File: config.mk
export PLATFORM = sky130hd
export DESIGN_NAME = switcher_panel_transition_select
export DESIGN_NICKNAME = d
export VERILOG_FILES = /design/src/panel_pkg.sv /design/src/switcher_panel_transition_select.sv
export SDC_FILE = /design/constraint.sdc
export NUM_CORES = 1
export LEC_CHECK = 0
export BUFFER_PORTS_ARGS = -buffer_cell sky130_fd_sc_hd__buf_2
export CORE_MARGIN = 2
export CORE_UTILIZATION = 30
export CTS_CLUSTER_DIAMETER = 80
export DETAILED_ROUTE_END_ITERATION = 8
export PLACE_DENSITY = 0.53
export SLEW_MARGIN = 40
export SYNTH_ARGS = -nofsm -noshare
export SYNTH_HDL_FRONTEND = slang
export SYNTH_SLANG_ARGS = --single-unit
File: constraint.sdc
create_clock -name clk -period 5.39 [get_ports clk]
set_input_delay 0.539 -clock clk [delete_from_list [all_inputs] [get_ports clk]]
set_output_delay 0.539 -clock clk [all_outputs]
set_load 0.01 [all_outputs]
File: src/panel_pkg.sv
// Constants, field layouts and carrier types of the panel transition block.
// Assumes a 250 MHz clk and a byte-addressed Avalon-MM register bus.
//
// Overview of operation
// - Auto press runs transition, lamp while running
// - Auto press during run aborts in place
// - Next auto press finishes the remainder
// - Auto from midway lever finishes remaining time
// - Dial with auto held long sets duration
// - Lever drives progress, end stop completes
// - Lever passing auto progress takes control
// - Mix weights always sum to full
// - Mix and wipe exclusive, lamps follow
// - Dial with wipe held long changes pattern
// - Tally lamp shows bus feeding program
// - Delegation: all off or one blinking
// - Blinking press clears, other press moves
// - Lamp lights on selected crosspoint source
// - Off delegation: rows feed program/preset by mode
// - Buttons give slots 1-5, shifted 6-10
// - Aux: B slots, A fixed outputs
// - Picture-in-picture takes B row only
// - Key: B fill, A key source
// - Inputs 1-2 normal/pixel, 3-4 all modes
// - Mismatched input format shows black, except SD input to HD system in pixel/upconv mode
// - High-res multiview blocks multiview outputs
package panel_pkg;
	localparam int CLK_NS = 4;
	localparam int LONG_HOLD_MS = 1000;
	localparam int BLINK_HALF_MS = 500;
	localparam int TICK_NS = 1000;
	localparam int HOLD_CYC = LONG_HOLD_MS * 1000000 / CLK_NS;
	localparam int BLINK_CYC = BLINK_HALF_MS * 1000000 / CLK_NS;
	localparam int TICK_CYC = TICK_NS / CLK_NS;
	localparam logic [7:0] PROG_FULL = 8'hff;
	localparam logic [15:0] DUR_RST = 16'h0f52;
	localparam logic [15:0] DUR_STEP = 16'h0064;
	localparam logic [7:0] REG_CTRL = 8'h00;
	localparam logic [7:0] REG_DUR = 8'h04;
	localparam logic [7:0] REG_WIPE = 8'h08;
	localparam logic [7:0] REG_IN_MODE = 8'h0c;
	localparam logic [7:0] REG_OUT = 8'h10;
	localparam logic [7:0] REG_STATUS = 8'h14;
	localparam logic [7:0] REG_SOURCES = 8'h18;
	localparam logic [1:0] BUS_AB = 2'h0;
	localparam logic [1:0] BUS_PGM_A = 2'h1;
	localparam logic [1:0] BUS_PGM_B = 2'h2;
	localparam logic [1:0] MODE_NORMAL = 2'h0;
	localparam logic [1:0] MODE_PIXEL = 2'h1;
	localparam logic [1:0] MODE_UPCONV = 2'h2;
	localparam logic [2:0] OUT_PGM = 3'h0;
	localparam logic [2:0] OUT_MV = 3'h4;
	localparam logic [2:0] OUT_LAST = 3'h5;
	localparam logic [3:0] SRC_RST = 4'h1;
	localparam logic [3:0] SRC_OUT_OFS = 4'ha;
	localparam logic [3:0] SHIFT_OFS = 4'h5;
	typedef enum logic [1:0] {DLG_OFF, DLG_AUX, DLG_PIP, DLG_KEY} deleg_type;
	typedef struct packed {
		logic auto_transition_button;
		logic mix;
		logic wipe;
		logic shift;
		logic [2:0] deleg;
		logic [4:0] xpt_a;
		logic [4:0] xpt_b;
		logic dial_up;
		logic dial_down;
	} buttons_type;
	typedef struct packed {
		logic [3:0] program_bus;
		logic [3:0] preset_bus;
		logic [3:0] aux;
		logic [3:0] picture_in_picture;
		logic [3:0] key_fill;
		logic [3:0] key_source;
	} sources_type;
	typedef struct packed {
		logic system_hd;
		logic hires_mv;
		logic [1:0] bus_mode;
	} ctrl_type;
	typedef struct packed {
		logic [7:0] progress;
		logic running;
		logic wipe_sel;
		logic [1:0] deleg;
		logic program_on_b;
		logic [3:0] black;
	} status_type;
endpackage : panel_pkg

File: src/switcher_panel_transition_select.sv
// Panel logic: background transition engine, mix/wipe select, bus delegation,
// crosspoint mapping and input/output checks, with an Avalon-MM slave.
// Assumes panel pins are asynchronous and format flags come from the clk domain.
`timescale 1ns/1ps
`default_nettype none
module switcher_panel_transition_select #(
	parameter int HOLD_CYCLES = panel_pkg::HOLD_CYC,
	parameter int BLINK_CYCLES = panel_pkg::BLINK_CYC
) (
	input wire logic clk, // 250 MHz clock
	input wire logic nrst, // synchronous reset
	input wire panel_pkg::buttons_type buttons, // panel buttons, high = pressed
	input wire logic [7:0] lever_pos, // lever position
	input wire logic [3:0] in_hd, // input carries HD
	input wire logic [3:0] in_rate_ok, // input vertical rate matches system
	input wire logic [7:0] address, // byte address
	input wire logic read, // read request
	input wire logic write, // write request
	input wire logic [31:0] writedata, // write data
	output logic [31:0] readdata, // read data
	output logic waitrequest, // slave stall
	output logic auto_lamp, // auto button lamp
	output logic mix_lamp, // mix lamp
	output logic wipe_lamp, // wipe lamp
	output logic tally_a, // A bus feeds program
	output logic tally_b, // B bus feeds program
	output logic [2:0] deleg_lamp, // aux, pip, key lamps
	output logic [4:0] xpt_lamp_a, // A row lamps
	output logic [4:0] xpt_lamp_b, // B row lamps
	output logic [7:0] progress, // transition progress
	output logic [7:0] weight_pgm, // program bus weight
	output logic [7:0] weight_pst, // preset bus weight
	output panel_pkg::sources_type sources, // selected sources
	output logic [3:0] wipe_pattern, // wipe pattern
	output logic [3:0] input_black, // input replaced by black
	output logic [5:0] out_sel // two 3-bit output assignments
);
	import panel_pkg::*;

	function automatic logic [3:0] first_slot(input logic [4:0] v, input logic sh);
		logic [3:0] s;
		s = 4'h0;
		for (int i = 4; i >= 0; i--) begin
			if (v[i]) begin
				s = 4'(i + 1);
			end
		end
		return (sh && s != 4'h0) ? s + SHIFT_OFS : s;
	endfunction : first_slot

	function automatic logic [4:0] lamp_row(input logic [3:0] src, input logic [3:0] base);
		logic [4:0] r;
		r = 5'h0;
		for (int i = 0; i < 5; i++) begin
			r[i] = (src == base + 4'(i + 1));
		end
		return r;
	endfunction : lamp_row

	////////////////////////////////////////////////////////////////////////////
	localparam int NB = $bits(buttons_type);
	localparam int HW = $clog2(HOLD_CYCLES + 1);
	logic [NB+7:0] s1_q, s2_q, s3_q, f_q, prev_q;
	wire [NB+7:0] agree = ~(s2_q ^ s3_q);
	buttons_type btn, press;
	logic [7:0] lever_s, lever_prev_q;
	assign btn = buttons_type'(f_q[NB+7:8]);
	assign press = buttons_type'(f_q[NB+7:8] & ~prev_q[NB+7:8]);
	assign lever_s = f_q[7:0];

	always_ff @(posedge clk) begin
		if (!nrst) begin
			s1_q <= '0;
			s2_q <= '0;
			s3_q <= '0;
			f_q <= '0;
			prev_q <= '0;
			lever_prev_q <= 8'h00;
		end else begin
			s1_q <= {buttons, lever_pos};
			s2_q <= s1_q;
			s3_q <= s2_q;
			f_q <= (agree & s3_q) | (~agree & f_q);
			prev_q <= f_q;
			lever_prev_q <= lever_s;
		end
	end

	////////////////////////////////////////////////////////////////////////////
	// Long-hold detection for the auto and wipe buttons.
	logic [HW-1:0] hold_q [2];
	logic [1:0] held_long;
	wire [1:0] hold_btn = {btn.wipe, btn.auto_transition_button};
	generate
		for (genvar g = 0; g < 2; g++) begin : g_hold
			assign held_long[g] = hold_q[g] == HW'(HOLD_CYCLES);
			always_ff @(posedge clk) begin
				if (!nrst || !hold_btn[g]) begin
					hold_q[g] <= '0;
				end else if (!held_long[g]) begin
					hold_q[g] <= hold_q[g] + 1'b1;
				end
			end
		end
	endgenerate

	////////////////////////////////////////////////////////////////////////////
	// Register state.
	ctrl_type ctrl_q;
	logic [15:0] dur_q;
	logic [3:0] wipe_q;
	logic [7:0] in_mode_q;
	logic [5:0] out_q;
	logic wait_q;
	wire req = read | write;
	wire wr_en = write && !wait_q;
	wire dial_auto = held_long[0] && btn.auto_transition_button;
	wire dial_wipe = held_long[1] && btn.wipe;

	always_ff @(posedge clk) begin
		if (!nrst) begin
			wait_q <= 1'b1;
		end else begin
			wait_q <= !(req && wait_q);
		end
	end

	always_ff @(posedge clk) begin
		if (!nrst) begin
			ctrl_q <= '{system_hd: 1'b1, hires_mv: 1'b0, bus_mode: BUS_PGM_A};
			dur_q <= DUR_RST;
			wipe_q <= 4'h0;
		end else begin
			if (wr_en && address == REG_CTRL) begin
				ctrl_q <= ctrl_type'(writedata[$bits(ctrl_type)-1:0]);
			end
			if (wr_en && address == REG_DUR) begin
				dur_q <= writedata[15:0];
			end else if (dial_auto && press.dial_up && dur_q <= ~DUR_STEP) begin
				dur_q <= dur_q + DUR_STEP;
			end else if (dial_auto && press.dial_down && dur_q > DUR_STEP) begin
				dur_q <= dur_q - DUR_STEP;
			end
			if (wr_en && address == REG_WIPE) begin
				wipe_q <= writedata[3:0];
			end else if (dial_wipe && press.dial_up) begin
				wipe_q <= wipe_q + 4'h1;
			end else if (dial_wipe && press.dial_down) begin
				wipe_q <= wipe_q - 4'h1;
			end
		end
	end

	// Input modes and output assignments accept each field on its own, so a
	// partly illegal write still updates the legal fields.
	generate
		for (genvar g = 0; g < 4; g++) begin : g_in
			wire [1:0] nm = writedata[2*g+1:2*g];
			wire ok = (g >= 2) || nm == MODE_NORMAL || nm == MODE_PIXEL;
			wire [1:0] md = in_mode_q[2*g+1:2*g];
			wire exc = ctrl_q.system_hd && !in_hd[g] && in_rate_ok[g]
				&& (md == MODE_PIXEL || md == MODE_UPCONV);
			wire bad = (in_hd[g] != ctrl_q.system_hd || !in_rate_ok[g]) && !exc;
			always_ff @(posedge clk) begin
				if (!nrst) begin
					in_mode_q[2*g+1:2*g] <= MODE_NORMAL;
					input_black[g] <= 1'b0;
				end else begin
					if (wr_en && address == REG_IN_MODE && ok) begin
						in_mode_q[2*g+1:2*g] <= nm;
					end
					input_black[g] <= bad;
				end
			end
		end
		for (genvar g = 0; g < 2; g++) begin : g_out
			wire [2:0] no = writedata[3*g+2:3*g];
			wire ok = no <= OUT_LAST && !(ctrl_q.hires_mv && no == OUT_MV);
			always_ff @(posedge clk) begin
				if (!nrst) begin
					out_q[3*g+2:3*g] <= OUT_PGM;
				end else if (wr_en && address == REG_OUT && ok) begin
					out_q[3*g+2:3*g] <= no;
				end
			end
		end
	endgenerate

	////////////////////////////////////////////////////////////////////////////
	// Transition engine. The 1 us tick keeps the step counter narrow.
	logic [7:0] tick_q;
	logic [15:0] step_q;
	logic [7:0] prog_q, prog_d;
	logic run_q, run_d, manual_q, manual_d, dir_q, pgm_b_q, done, by_lever;
	wire tick = tick_q == 8'(TICK_CYC - 1);
	wire step_en = run_q && tick && step_q >= dur_q - 16'h1;
	wire [7:0] lever_rel = dir_q ? ~lever_s : lever_s;
	wire lever_moved = lever_s != lever_prev_q;

	always_comb begin
		run_d = run_q;
		prog_d = prog_q;
		manual_d = manual_q;
		by_lever = 1'b0;
		done = 1'b0;
		if (press.auto_transition_button) begin
			run_d = !run_q;
			manual_d = 1'b0;
		end else if (lever_moved && (manual_q || lever_rel > prog_q)) begin
			run_d = 1'b0;
			prog_d = lever_rel;
			manual_d = 1'b1;
			by_lever = 1'b1;
		end else if (step_en) begin
			prog_d = prog_q + 8'h1;
		end
		if (prog_d == PROG_FULL) begin
			done = 1'b1;
			prog_d = 8'h00;
			run_d = 1'b0;
			manual_d = 1'b0;
		end
	end

	always_ff @(posedge clk) begin
		if (!nrst || tick) begin
			tick_q <= 8'h00;
		end else begin
			tick_q <= tick_q + 8'h1;
		end
	end

	always_ff @(posedge clk) begin
		if (!nrst || !run_q || step_en) begin
			step_q <= 16'h0;
		end else if (tick) begin
			step_q <= step_q + 16'h1;
		end
	end

	always_ff @(posedge clk) begin
		if (!nrst) begin
			prog_q <= 8'h00;
			run_q <= 1'b0;
			manual_q <= 1'b0;
			dir_q <= 1'b0;
		end else begin
			prog_q <= prog_d;
			run_q <= run_d;
			manual_q <= manual_d;
			dir_q <= dir_q ^ (done && by_lever);
		end
	end

	////////////////////////////////////////////////////////////////////////////
	// Delegation and source selection.
	deleg_type dlg_q, dlg_hit, dlg_d;
	logic blink_q, wipe_sel_q;
	localparam int BW = $clog2(BLINK_CYCLES + 1);
	logic [BW-1:0] blink_cnt_q;
	logic [3:0] src_a_q, src_b_q, aux_q, pip_q, kf_q, ks_q;
	wire [3:0] slot_a = first_slot(press.xpt_a, btn.shift);
	wire [3:0] slot_b = first_slot(press.xpt_b, btn.shift);
	wire [3:0] out_a = first_slot(press.xpt_a, 1'b0) + SRC_OUT_OFS;
	wire hit_a = |press.xpt_a;
	wire hit_b = |press.xpt_b;
	wire swap = done && ctrl_q.bus_mode != BUS_AB;
	assign dlg_hit = press.deleg[0] ? DLG_AUX : press.deleg[1] ? DLG_PIP : DLG_KEY;
	assign dlg_d = ~|press.deleg ? dlg_q : dlg_hit == dlg_q ? DLG_OFF : dlg_hit;

	always_ff @(posedge clk) begin
		if (!nrst) begin
			dlg_q <= DLG_OFF;
			wipe_sel_q <= 1'b0;
			blink_cnt_q <= '0;
			blink_q <= 1'b0;
		end else begin
			dlg_q <= dlg_d;
			if (press.mix) begin
				wipe_sel_q <= 1'b0;
			end else if (press.wipe) begin
				wipe_sel_q <= 1'b1;
			end
			if (blink_cnt_q == BW'(BLINK_CYCLES - 1)) begin
				blink_cnt_q <= '0;
				blink_q <= !blink_q;
			end else begin
				blink_cnt_q <= blink_cnt_q + 1'b1;
			end
		end
	end

	always_ff @(posedge clk) begin
		if (!nrst) begin
			{src_a_q, src_b_q, aux_q, pip_q, kf_q, ks_q} <= {6{SRC_RST}};
			pgm_b_q <= 1'b0;
		end else begin
			pgm_b_q <= ctrl_q.bus_mode == BUS_AB ? pgm_b_q ^ done
				: ctrl_q.bus_mode == BUS_PGM_B;
			if (swap) begin
				src_a_q <= src_b_q;
				src_b_q <= src_a_q;
			end
			case (dlg_q)
				DLG_OFF: begin
					if (hit_a && !swap) begin
						src_a_q <= slot_a;
					end
					if (hit_b && !swap) begin
						src_b_q <= slot_b;
					end
				end
				DLG_AUX: begin
					if (hit_b) begin
						aux_q <= slot_b;
					end else if (hit_a) begin
						aux_q <= out_a;
					end
				end
				DLG_PIP: begin
					if (hit_b) begin
						pip_q <= slot_b;
					end
				end
				DLG_KEY: begin
					if (hit_b) begin
						kf_q <= slot_b;
					end
					if (hit_a) begin
						ks_q <= slot_a;
					end
				end
				default: begin
				end
			endcase
		end
	end

	////////////////////////////////////////////////////////////////////////////
	// Registered panel and datapath outputs.
	logic [4:0] lamp_a_d, lamp_b_d;
	wire [3:0] shb = btn.shift ? SHIFT_OFS : 4'h0;
	always_comb begin
		lamp_a_d = 5'h0;
		lamp_b_d = 5'h0;
		case (dlg_q)
			DLG_OFF: begin
				lamp_a_d = lamp_row(src_a_q, shb);
				lamp_b_d = lamp_row(src_b_q, shb);
			end
			DLG_AUX: begin
				lamp_a_d = lamp_row(aux_q, SRC_OUT_OFS);
				lamp_b_d = lamp_row(aux_q, shb);
			end
			DLG_PIP: lamp_b_d = lamp_row(pip_q, shb);
			DLG_KEY: begin
				lamp_a_d = lamp_row(ks_q, shb);
				lamp_b_d = lamp_row(kf_q, shb);
			end
			default: begin
			end
		endcase
	end

	status_type stat;
	logic [31:0] rd_d;
	assign stat = '{progress: prog_q, running: run_q, wipe_sel: wipe_sel_q,
		deleg: dlg_q, program_on_b: pgm_b_q, black: input_black};
	always_comb begin
		case (address)
			REG_CTRL: rd_d = 32'(ctrl_q);
			REG_DUR: rd_d = 32'(dur_q);
			REG_WIPE: rd_d = 32'(wipe_q);
			REG_IN_MODE: rd_d = 32'(in_mode_q);
			REG_OUT: rd_d = 32'(out_q);
			REG_STATUS: rd_d = 32'(stat);
			REG_SOURCES: rd_d = 32'(sources);
			default: rd_d = 32'h0;
		endcase
	end

	always_ff @(posedge clk) begin
		if (!nrst) begin
			readdata <= 32'h0;
			{auto_lamp, mix_lamp, wipe_lamp, tally_a, tally_b} <= 5'h0a;
			{deleg_lamp, xpt_lamp_a, xpt_lamp_b} <= 13'h0;
			{progress, weight_pst} <= 16'h0;
			weight_pgm <= PROG_FULL;
			sources <= {6{SRC_RST}};
			wipe_pattern <= 4'h0;
			out_sel <= {2{OUT_PGM}};
		end else begin
			if (req && wait_q) begin
				readdata <= rd_d;
			end
			auto_lamp <= run_q;
			mix_lamp <= !wipe_sel_q;
			wipe_lamp <= wipe_sel_q;
			tally_a <= !pgm_b_q;
			tally_b <= pgm_b_q;
			deleg_lamp[0] <= blink_q && dlg_q == DLG_AUX;
			deleg_lamp[1] <= blink_q && dlg_q == DLG_PIP;
			deleg_lamp[2] <= blink_q && dlg_q == DLG_KEY;
			xpt_lamp_a <= lamp_a_d;
			xpt_lamp_b <= lamp_b_d;
			progress <= prog_q;
			weight_pgm <= PROG_FULL - prog_q;
			weight_pst <= prog_q;
			sources <= '{program_bus: pgm_b_q ? src_b_q : src_a_q,
				preset_bus: pgm_b_q ? src_a_q : src_b_q, aux: aux_q,
				picture_in_picture: pip_q, key_fill: kf_q, key_source: ks_q};
			wipe_pattern <= wipe_q;
			out_sel <= out_q;
		end
	end
	assign waitrequest = wait_q;
endmodule : switcher_panel_transition_select
`default_nettype wire

# Word-level counts from Yosys, hierarchy flattened

Memory sizes are Yosys's and may differ from the RTL's.
Cells that the tools add are included.

$add $sub $neg: 20
Equal/unequal tests: 68
Reduce and logical (&&, ||, !) cells: 114
$lt $le $gt $ge: 6
Multiplexer cells: 57
Bitwise gates (word level): 15

Operators by type and width:

| operator                                             | number |
|---|---|
| case mux 24 bit (7 select lines)                     | 1 |
| equality test 4 bit                                  | 30 |
| two-way mux 4 bit                                    | 23 |
| adder 28 x 1 -> 28 bit (second input constant)       | 2 |
| equality test 28 bit (second input constant)         | 2 |
| two-way mux 28 bit                                   | 2 |
| bitwise AND 27 bit                                   | 2 |
| inverter 27 bit                                      | 2 |
| logical AND 1 bit                                    | 51 |
| two-way mux 16 bit                                   | 3 |
| two-way mux 8 bit                                    | 4 |
| adder 27 x 1 -> 27 bit (second input constant)       | 1 |
| equality test 27 bit (second input constant)         | 1 |
| OR 27 bit                                            | 1 |
| bitwise XOR 27 bit                                   | 1 |
| equality test 8 x 5 -> 1 bit (second input constant) | 3 |
| logical NOT 1 bit                                    | 24 |
| equality test 4 bit (second input constant)          | 5 |
| case mux 5 bit (4 select lines)                      | 1 |
| bitwise AND 19 bit                                   | 1 |
| inverter 19 bit                                      | 1 |
| two-way mux 1 bit                                    | 17 |
| adder 16 x 1 -> 16 bit (second input constant)       | 1 |
| adder 16 x 7 -> 16 bit (second input constant)       | 1 |
| other kinds (42)                                     | 100 |

Memory bits (writable): 56
Memories: 1
Output and inout bits: 113
Flip-flop bits (word level): 377
Input bits: 79
Logic and storage cells: 339

Memories:

| memory | depth | bits a word | rd ports | clocked after memory_dff | write ports | RTL line                               | source |
|---|---|---|---|---|---|---|---|
| hold_q | 2     | 28          | 2        | 0                        | 2           | switcher_panel_transition_select.sv:91 | `logic [HW-1:0] hold_q [2];` |

# Depth between registers and ports, before layout

Word-level depth: 14
Mapped depth: 18
Depth with buffers taken out: 17

# Worst setup path after synthesis

OpenSTA, ideal clock, no wires.

Path type: register -> register
Start point: register dur_q[2]
End point: register src_b_q[0]
Setup slack: 0.877 ns
Cell stages (with the launch flop): 18
Buffers on the path: 0
Arrival: 4.390 ns
Required time: 5.267 ns
Library setup time: 0.123 ns
Clock period less this slack: 4.513 ns
Cell sequence: dfxtp_1 -> inv_1 -> ha_1 -> inv_1 -> o21ai_0 -> nor4_1 -> nand3_1 -> xor2_1 -> ha_1 -> nand4_1 -> or4_1 -> o32a_2 -> a21oi_2 -> a311o_1 -> and3_1 -> nand4bb_1 -> nor2_2 -> mux2_1

Longest elaborated chain between the ends: 13
Elaborated cells on any way between the ends: 14
Classes of those cells: add/sub: 1; order compare: 1; eq/ne: 1; mux: 7; reduce/logical: 4

RTL lines:

| what                            | RTL line                                | source |
|---|---|---|
| start: declaration              | switcher_panel_transition_select.sv:110 | `logic [15:0] dur_q;` |
| start signal: assignment        | switcher_panel_transition_select.sv:138 | `dur_q <= writedata[15:0];` |
| start signal: assignment        | switcher_panel_transition_select.sv:140 | `dur_q <= dur_q + DUR_STEP;` |
| start signal: assignment        | switcher_panel_transition_select.sv:142 | `dur_q <= dur_q - DUR_STEP;` |
| subtractor 16 x 1 -> 16 bit (*) | switcher_panel_transition_select.sv:196 | `wire step_en = run_q && tick && step_q >= dur_q - 16'h1;` |
| >= comparator 16 bit (*)        | switcher_panel_transition_select.sv:196 |  |
| logical AND 1 bit (*)           | switcher_panel_transition_select.sv:196 |  |
| two-way mux 8 bit (*)           | switcher_panel_transition_select.sv:214 | `end else if (step_en) begin` |
| two-way mux 8 bit (*)           | switcher_panel_transition_select.sv:209 | `end else if (lever_moved && (manual_q \|\| lever_rel > prog_q)) begin` |
| two-way mux 8 bit (*)           | switcher_panel_transition_select.sv:206 | `if (press.auto_transition_button) begin` |
| equality test 8 bit (*)         | switcher_panel_transition_select.sv:217 | `if (prog_d == PROG_FULL) begin` |
| two-way mux 1 bit (*)           | switcher_panel_transition_select.sv:217 |  |
| logical AND 1 bit (*)           | switcher_panel_transition_select.sv:267 | `wire swap = done && ctrl_q.bus_mode != BUS_AB;` |
| logical NOT 1 bit               | switcher_panel_transition_select.sv:309 | `if (hit_b && !swap) begin` |
| logical AND 1 bit               | switcher_panel_transition_select.sv:309 |  |
| two-way mux 4 bit               | switcher_panel_transition_select.sv:309 |  |
| two-way mux 4 bit (*)           | switcher_panel_transition_select.sv:304 | `case (dlg_q)` |
| end signal: assignment          | switcher_panel_transition_select.sv:295 | `{src_a_q, src_b_q, aux_q, pip_q, kf_q, ks_q} <= {6{SRC_RST}};` |
| end signal: assignment          | switcher_panel_transition_select.sv:302 | `src_b_q <= src_a_q;` |
| end signal: assignment          | switcher_panel_transition_select.sv:310 | `src_b_q <= slot_b;` |
| end: declaration                | switcher_panel_transition_select.sv:261 | `logic [3:0] src_a_q, src_b_q, aux_q, pip_q, kf_q, ks_q;` |

Every way passes the cells marked *; elsewhere a longest branch is shown, timed or not.
A chain may end at the register's enable or synchronous reset.

# Final worst setup path

Start point: register dur_q[2]
End point: register dir_q

Longest elaborated chain between the ends: 10

RTL lines:

| what                        | RTL line                                | source |
|---|---|---|
| subtractor 16 x 1 -> 16 bit | switcher_panel_transition_select.sv:196 |  |
| >= comparator 16 bit        | switcher_panel_transition_select.sv:196 |  |
| logical AND 1 bit           | switcher_panel_transition_select.sv:196 |  |
| two-way mux 8 bit           | switcher_panel_transition_select.sv:214 |  |
| two-way mux 8 bit           | switcher_panel_transition_select.sv:209 |  |
| two-way mux 8 bit           | switcher_panel_transition_select.sv:206 |  |
| equality test 8 bit         | switcher_panel_transition_select.sv:217 |  |
| two-way mux 1 bit           | switcher_panel_transition_select.sv:217 |  |
| logical AND 1 bit           | switcher_panel_transition_select.sv:251 | `dir_q <= dir_q ^ (done && by_lever);` |
| bitwise XOR 1 bit           | switcher_panel_transition_select.sv:251 |  |
| end signal: assignment      | switcher_panel_transition_select.sv:251 |  |
| end: declaration            | switcher_panel_transition_select.sv:194 | `logic run_q, run_d, manual_q, manual_d, dir_q, pgm_b_q, done, by_lever;` |

No other way between the ends.

==> results by group <==
Outcome
  • Status: finished, final reports clean

Worst hold path
  • Min-delay src: in_rate_ok[0]
  • Hold Path Cell Cnt: 2
  • HP Class: in -> reg
  • WHS Endpoint: input_black[0]

Synth
  • Yosys warnings: 0
  • Avg Cell Area, Syn: 9.09 µm²
  • Ys flop type: dfxtp_1
  • Synth top area cells: dfxtp_1 (39%), edfxtp_1 (9.2%), nor2_1 (5.7%)
  • Post-synthesis cell area: 18400 µm²
  • Sequential cell area fraction in the yosys report: 48.4%
  • Synth area leader: dfxtp_1
  • Count leader, synth: dfxtp_1
  • Post-synth EDFFs: 56
  • Top cell type's share of synthesized area: 39.2%
  • Synth cell count leaders: dfxtp_1 (360), nor2_1 (279), nand2_1 (168)
  • Yosys cell types: 78
  • Synthesis-stage register bit count: 416
  • FFs w/ async S/R, synth: 0%
  • Synth Instances: 2021

Drt
  • Vias: 14500
  • M1 WL: 23100 µm
  • Antenna-violating nets left: 0
  • Via density: 4.86
  • Drt wl/cell: 16.5 µm
  • Router iterations before antenna repair: 7
  • DRC violations left: 0
  • Met3 Wirelength: 2970 µm
  • Drt initial violations: 988
  • Routed met2 length: 21700 µm
  • Final wirelength: 49400 µm
  • Top Metal Used: met5

GRT
  • Tot GR Track Use: 15.5%
  • Largest net degree at the start of global routing: 112
  • Initial antenna violation count: 3
  • First-pass GRT wire length: 78100 µm
  • Grt total ovfl: 0
  • Vias in the first global route: 14100

Timing
  • RSZ-0062 raised after global routing: true
  • Min Clock Period, post-route: 5020 ps
  • Peak Freq: 199 MHz
  • Hold Vio Cnt, Final: 0
  • Slew headroom: 41.1%
  • Least-Margin Pin Slew: 883 ps
  • Clk_skew: 27.6 ps
  • Fin. max-slew vios: 0
  • Finish-stage setup viols: 0
  • Final worst-path cycle share: 93.1%
  • Hold WS: 128 ps

Pwr
  • Max rail drop VDD: 0.000188 V
  • Leak: 8.35 nW
  • Tot Pwr: 6.51 mW
  • Power Density: 303 nW/µm²

Worst setup path
  • CP cell instances: inv_1 > ha_1 > inv_1 > o21ai_0 > nor4_1 > buf_4 > nand3_1 > xor2_1 > ha_1 > nand4_1 > or4_1 > o32a_2 > a211oi_2 > a311oi_1 > a211oi_2 > nand4b_4 > or4_1 > a21oi_1
  • Worst path arrival time: 5530 ps
  • Reg2reg end: dir_q
  • FF-to-FF setup slack: 370 ps
  • Crit path kind: reg -> reg
  • Critical Path Source Type: flip-flop
  • Slowest stage delay, CP: 570 ps
  • CP Data Required Time: 5910 ps
  • Critical Path Fanout Max: 13
  • R2r startpoint: dur_q[2]
  • Reg2Reg Depth: 18
  • Worst path slowest cell: or4_1
  • Crit end category: flip-flop

Clock tree
  • Hold-fix buffers, CTS: 0
  • CTS tree: yes
  • Number of buffers created by CTS: 47
  • Clock-pin slew on the worst setup and hold paths: 60 ps
  • Longest Clk Path Bufs: 3
  • # clock sinks: 416
  • CTS H-tree depth: 2
  • CTS root buffer: clkbuf_16
  • Clock latency on the worst-skew pair: 590 ps

Final layout
  • Nets: 2302
  • Fin area: 21500 µm²
  • Fillers: 6119
  • Final Util: 35.6%
  • Area of the multi-input gates: 8860 µm²
  • Sequential Area: 8890 µm²
  • Layout cells sized above 1: 12.9%
  • Syn-to-layout area delta: 17.1%
  • Post-route insts no fill: 2987

Job
  • Max-cap violations: 0

Die
  • Core area: 60500 µm²
  • FP Rows: 90
  • Ports: 192
  • Horiz. Die Dim: 251 µm
  • Die H: 251 µm
  • Die area: 63200 µm²
  • Initial Util: 30.4%

Place
  • Hpwl dp: 36400 µm
  • Number of buffers added on ports: 167
  • Routability congestion estimate from global placement: 0.895
  • Post-Place Cell Area: 19900 µm²
  • Dpl cells: 2898
## area by class of cell
| type | count | share of cell area, % |
|---|---|---|
| repair buffers | 182 | 4.44 |
| multi-input cells | 1448 | 41.2 |
| well taps | 782 | 4.55 |
| inverters | 70 | 1.23 |
| clock buffers | 71 | 6.47 |
| flip-flops and latches | 416 | 41.3 |
| diodes | 2 | 0.0233 |
| clock inverters | 16 | 0.733 |
## layer usage
layer / global-route usage, % / up-vias
met4: 6.43 / 4
li1: - / 7198
met3: 3.55 / 100
met5: 0 / -
met1: 20.8 / 6870
met2: 24.0 / 335
## repair_timing
action	in CTS	in global routing
buffers inserted	0	0
gates resized for setup	0	3
setup endpoints to repair	0	3
## report_power, final
| group | internal [mW] | leakage (nW) | switching (mW) |
|---|---|---|---|
| sequential | 3.17 | 3.61 | 0.0182 |
| clock | 1.85 | 0.755 | 1.31 |
| combinational | 0.0575 | 3.99 | 0.109 |
| total | 5.07 | 8.35 | 1.44 |
## stage by stage
step	worst slack, ps	TNS (ps)
after floorplan	877	0
after global placement	491	0
after detailed placement	366	0
after CTS	364	0
after global routing	-42.0	-42.0
final	372	0
## registers in the layout, indices dropped and copies added, names as in the netlist, 8 cells and up, named ones only
name / cells
sources: 24
blink_cnt_q: 27
s2_q: 27
step_q: 16
weight_pgm: 8
prog_q: 8
dur_q: 16
hold_q: 56
prev_q: 26
s3_q: 27
s1_q: 27
weight_pst: 8
tick_q: 8
g_in.md: 8
readdata: 24
## cells by family (layout without fill, tap and decap cells)
family          after synthesis  count (layout)  share of synthesized area [%]
simple gates                871             871                           23.5
other cells                   1              10                         0.0204
mux                          47              47                           2.61
buf+inv                     164             339                           3.77
flops                       416             416                           48.4
compound gates              311             311                           10.5
xor+xnor                    153             153                           7.30
fa+ha+maj                    58              58                           3.99
## placed cells by master, fill, tap and decap left out, types with 8 or more instances in the layout
master | netlist | routed
dfxtp_1 | 360 | 359
nor2_1 | 279 | 279
buf_2 | 3 | 166
nand2_1 | 168 | 165
and2_1 | 139 | 139
a21oi_1 | 128 | 127
xor2_1 | 87 | 87
nand3_1 | 71 | 71
o21ai_0 | 70 | 70
inv_1 | 70 | 69
xnor2_1 | 66 | 66
ha_1 | 57 | 57
edfxtp_1 | 56 | 56
clkbuf_16 | 0 | 50
mux2i_1 | 40 | 40
nand4_1 | 37 | 37
and3_1 | 34 | 34
nor3_1 | 26 | 26
nor2b_1 | 24 | 23
nand2b_1 | 22 | 20
or3_1 | 19 | 19
o211ai_1 | 15 | 15
clkbuf_1 | 66 | 15
buf_4 | 17 | 15
nor4_1 | 14 | 14
a22oi_1 | 12 | 12
a222oi_1 | 11 | 11
and4_1 | 9 | 9
a211oi_1 | 9 | 9
o22ai_1 | 8 | 8
conb_1 | 1 | 8
## worst max-delay path, delay by kind of cell (launching register included)
family,cells,cell delay [ps]
flip-flops,1,470
AND/OR/NAND/NOR,6,1910
buffers and inverters,3,400
XOR/XNOR,1,160
AO/OA/AOI/OAI,6,1510
adder cells (fa/ha/maj),2,510
## worst max-delay path by stage
stage,from,to,slack [ps],depth (start not counted)
2_1_floorplan,dur_q[2],src_b_q[0],880,17
3_5_place_dp,dur_q[2],src_b_q[0],370,18
6_report,dur_q[2],dir_q,370,18
4_1_cts,dur_q[2],src_b_q[0],360,18
3_3_place_gp,dur_q[2],src_b_q[0],490,18
5_1_grt,dur_q[2],dir_q,-40,18
Note: power is estimated with default switching activity, not from simulation.
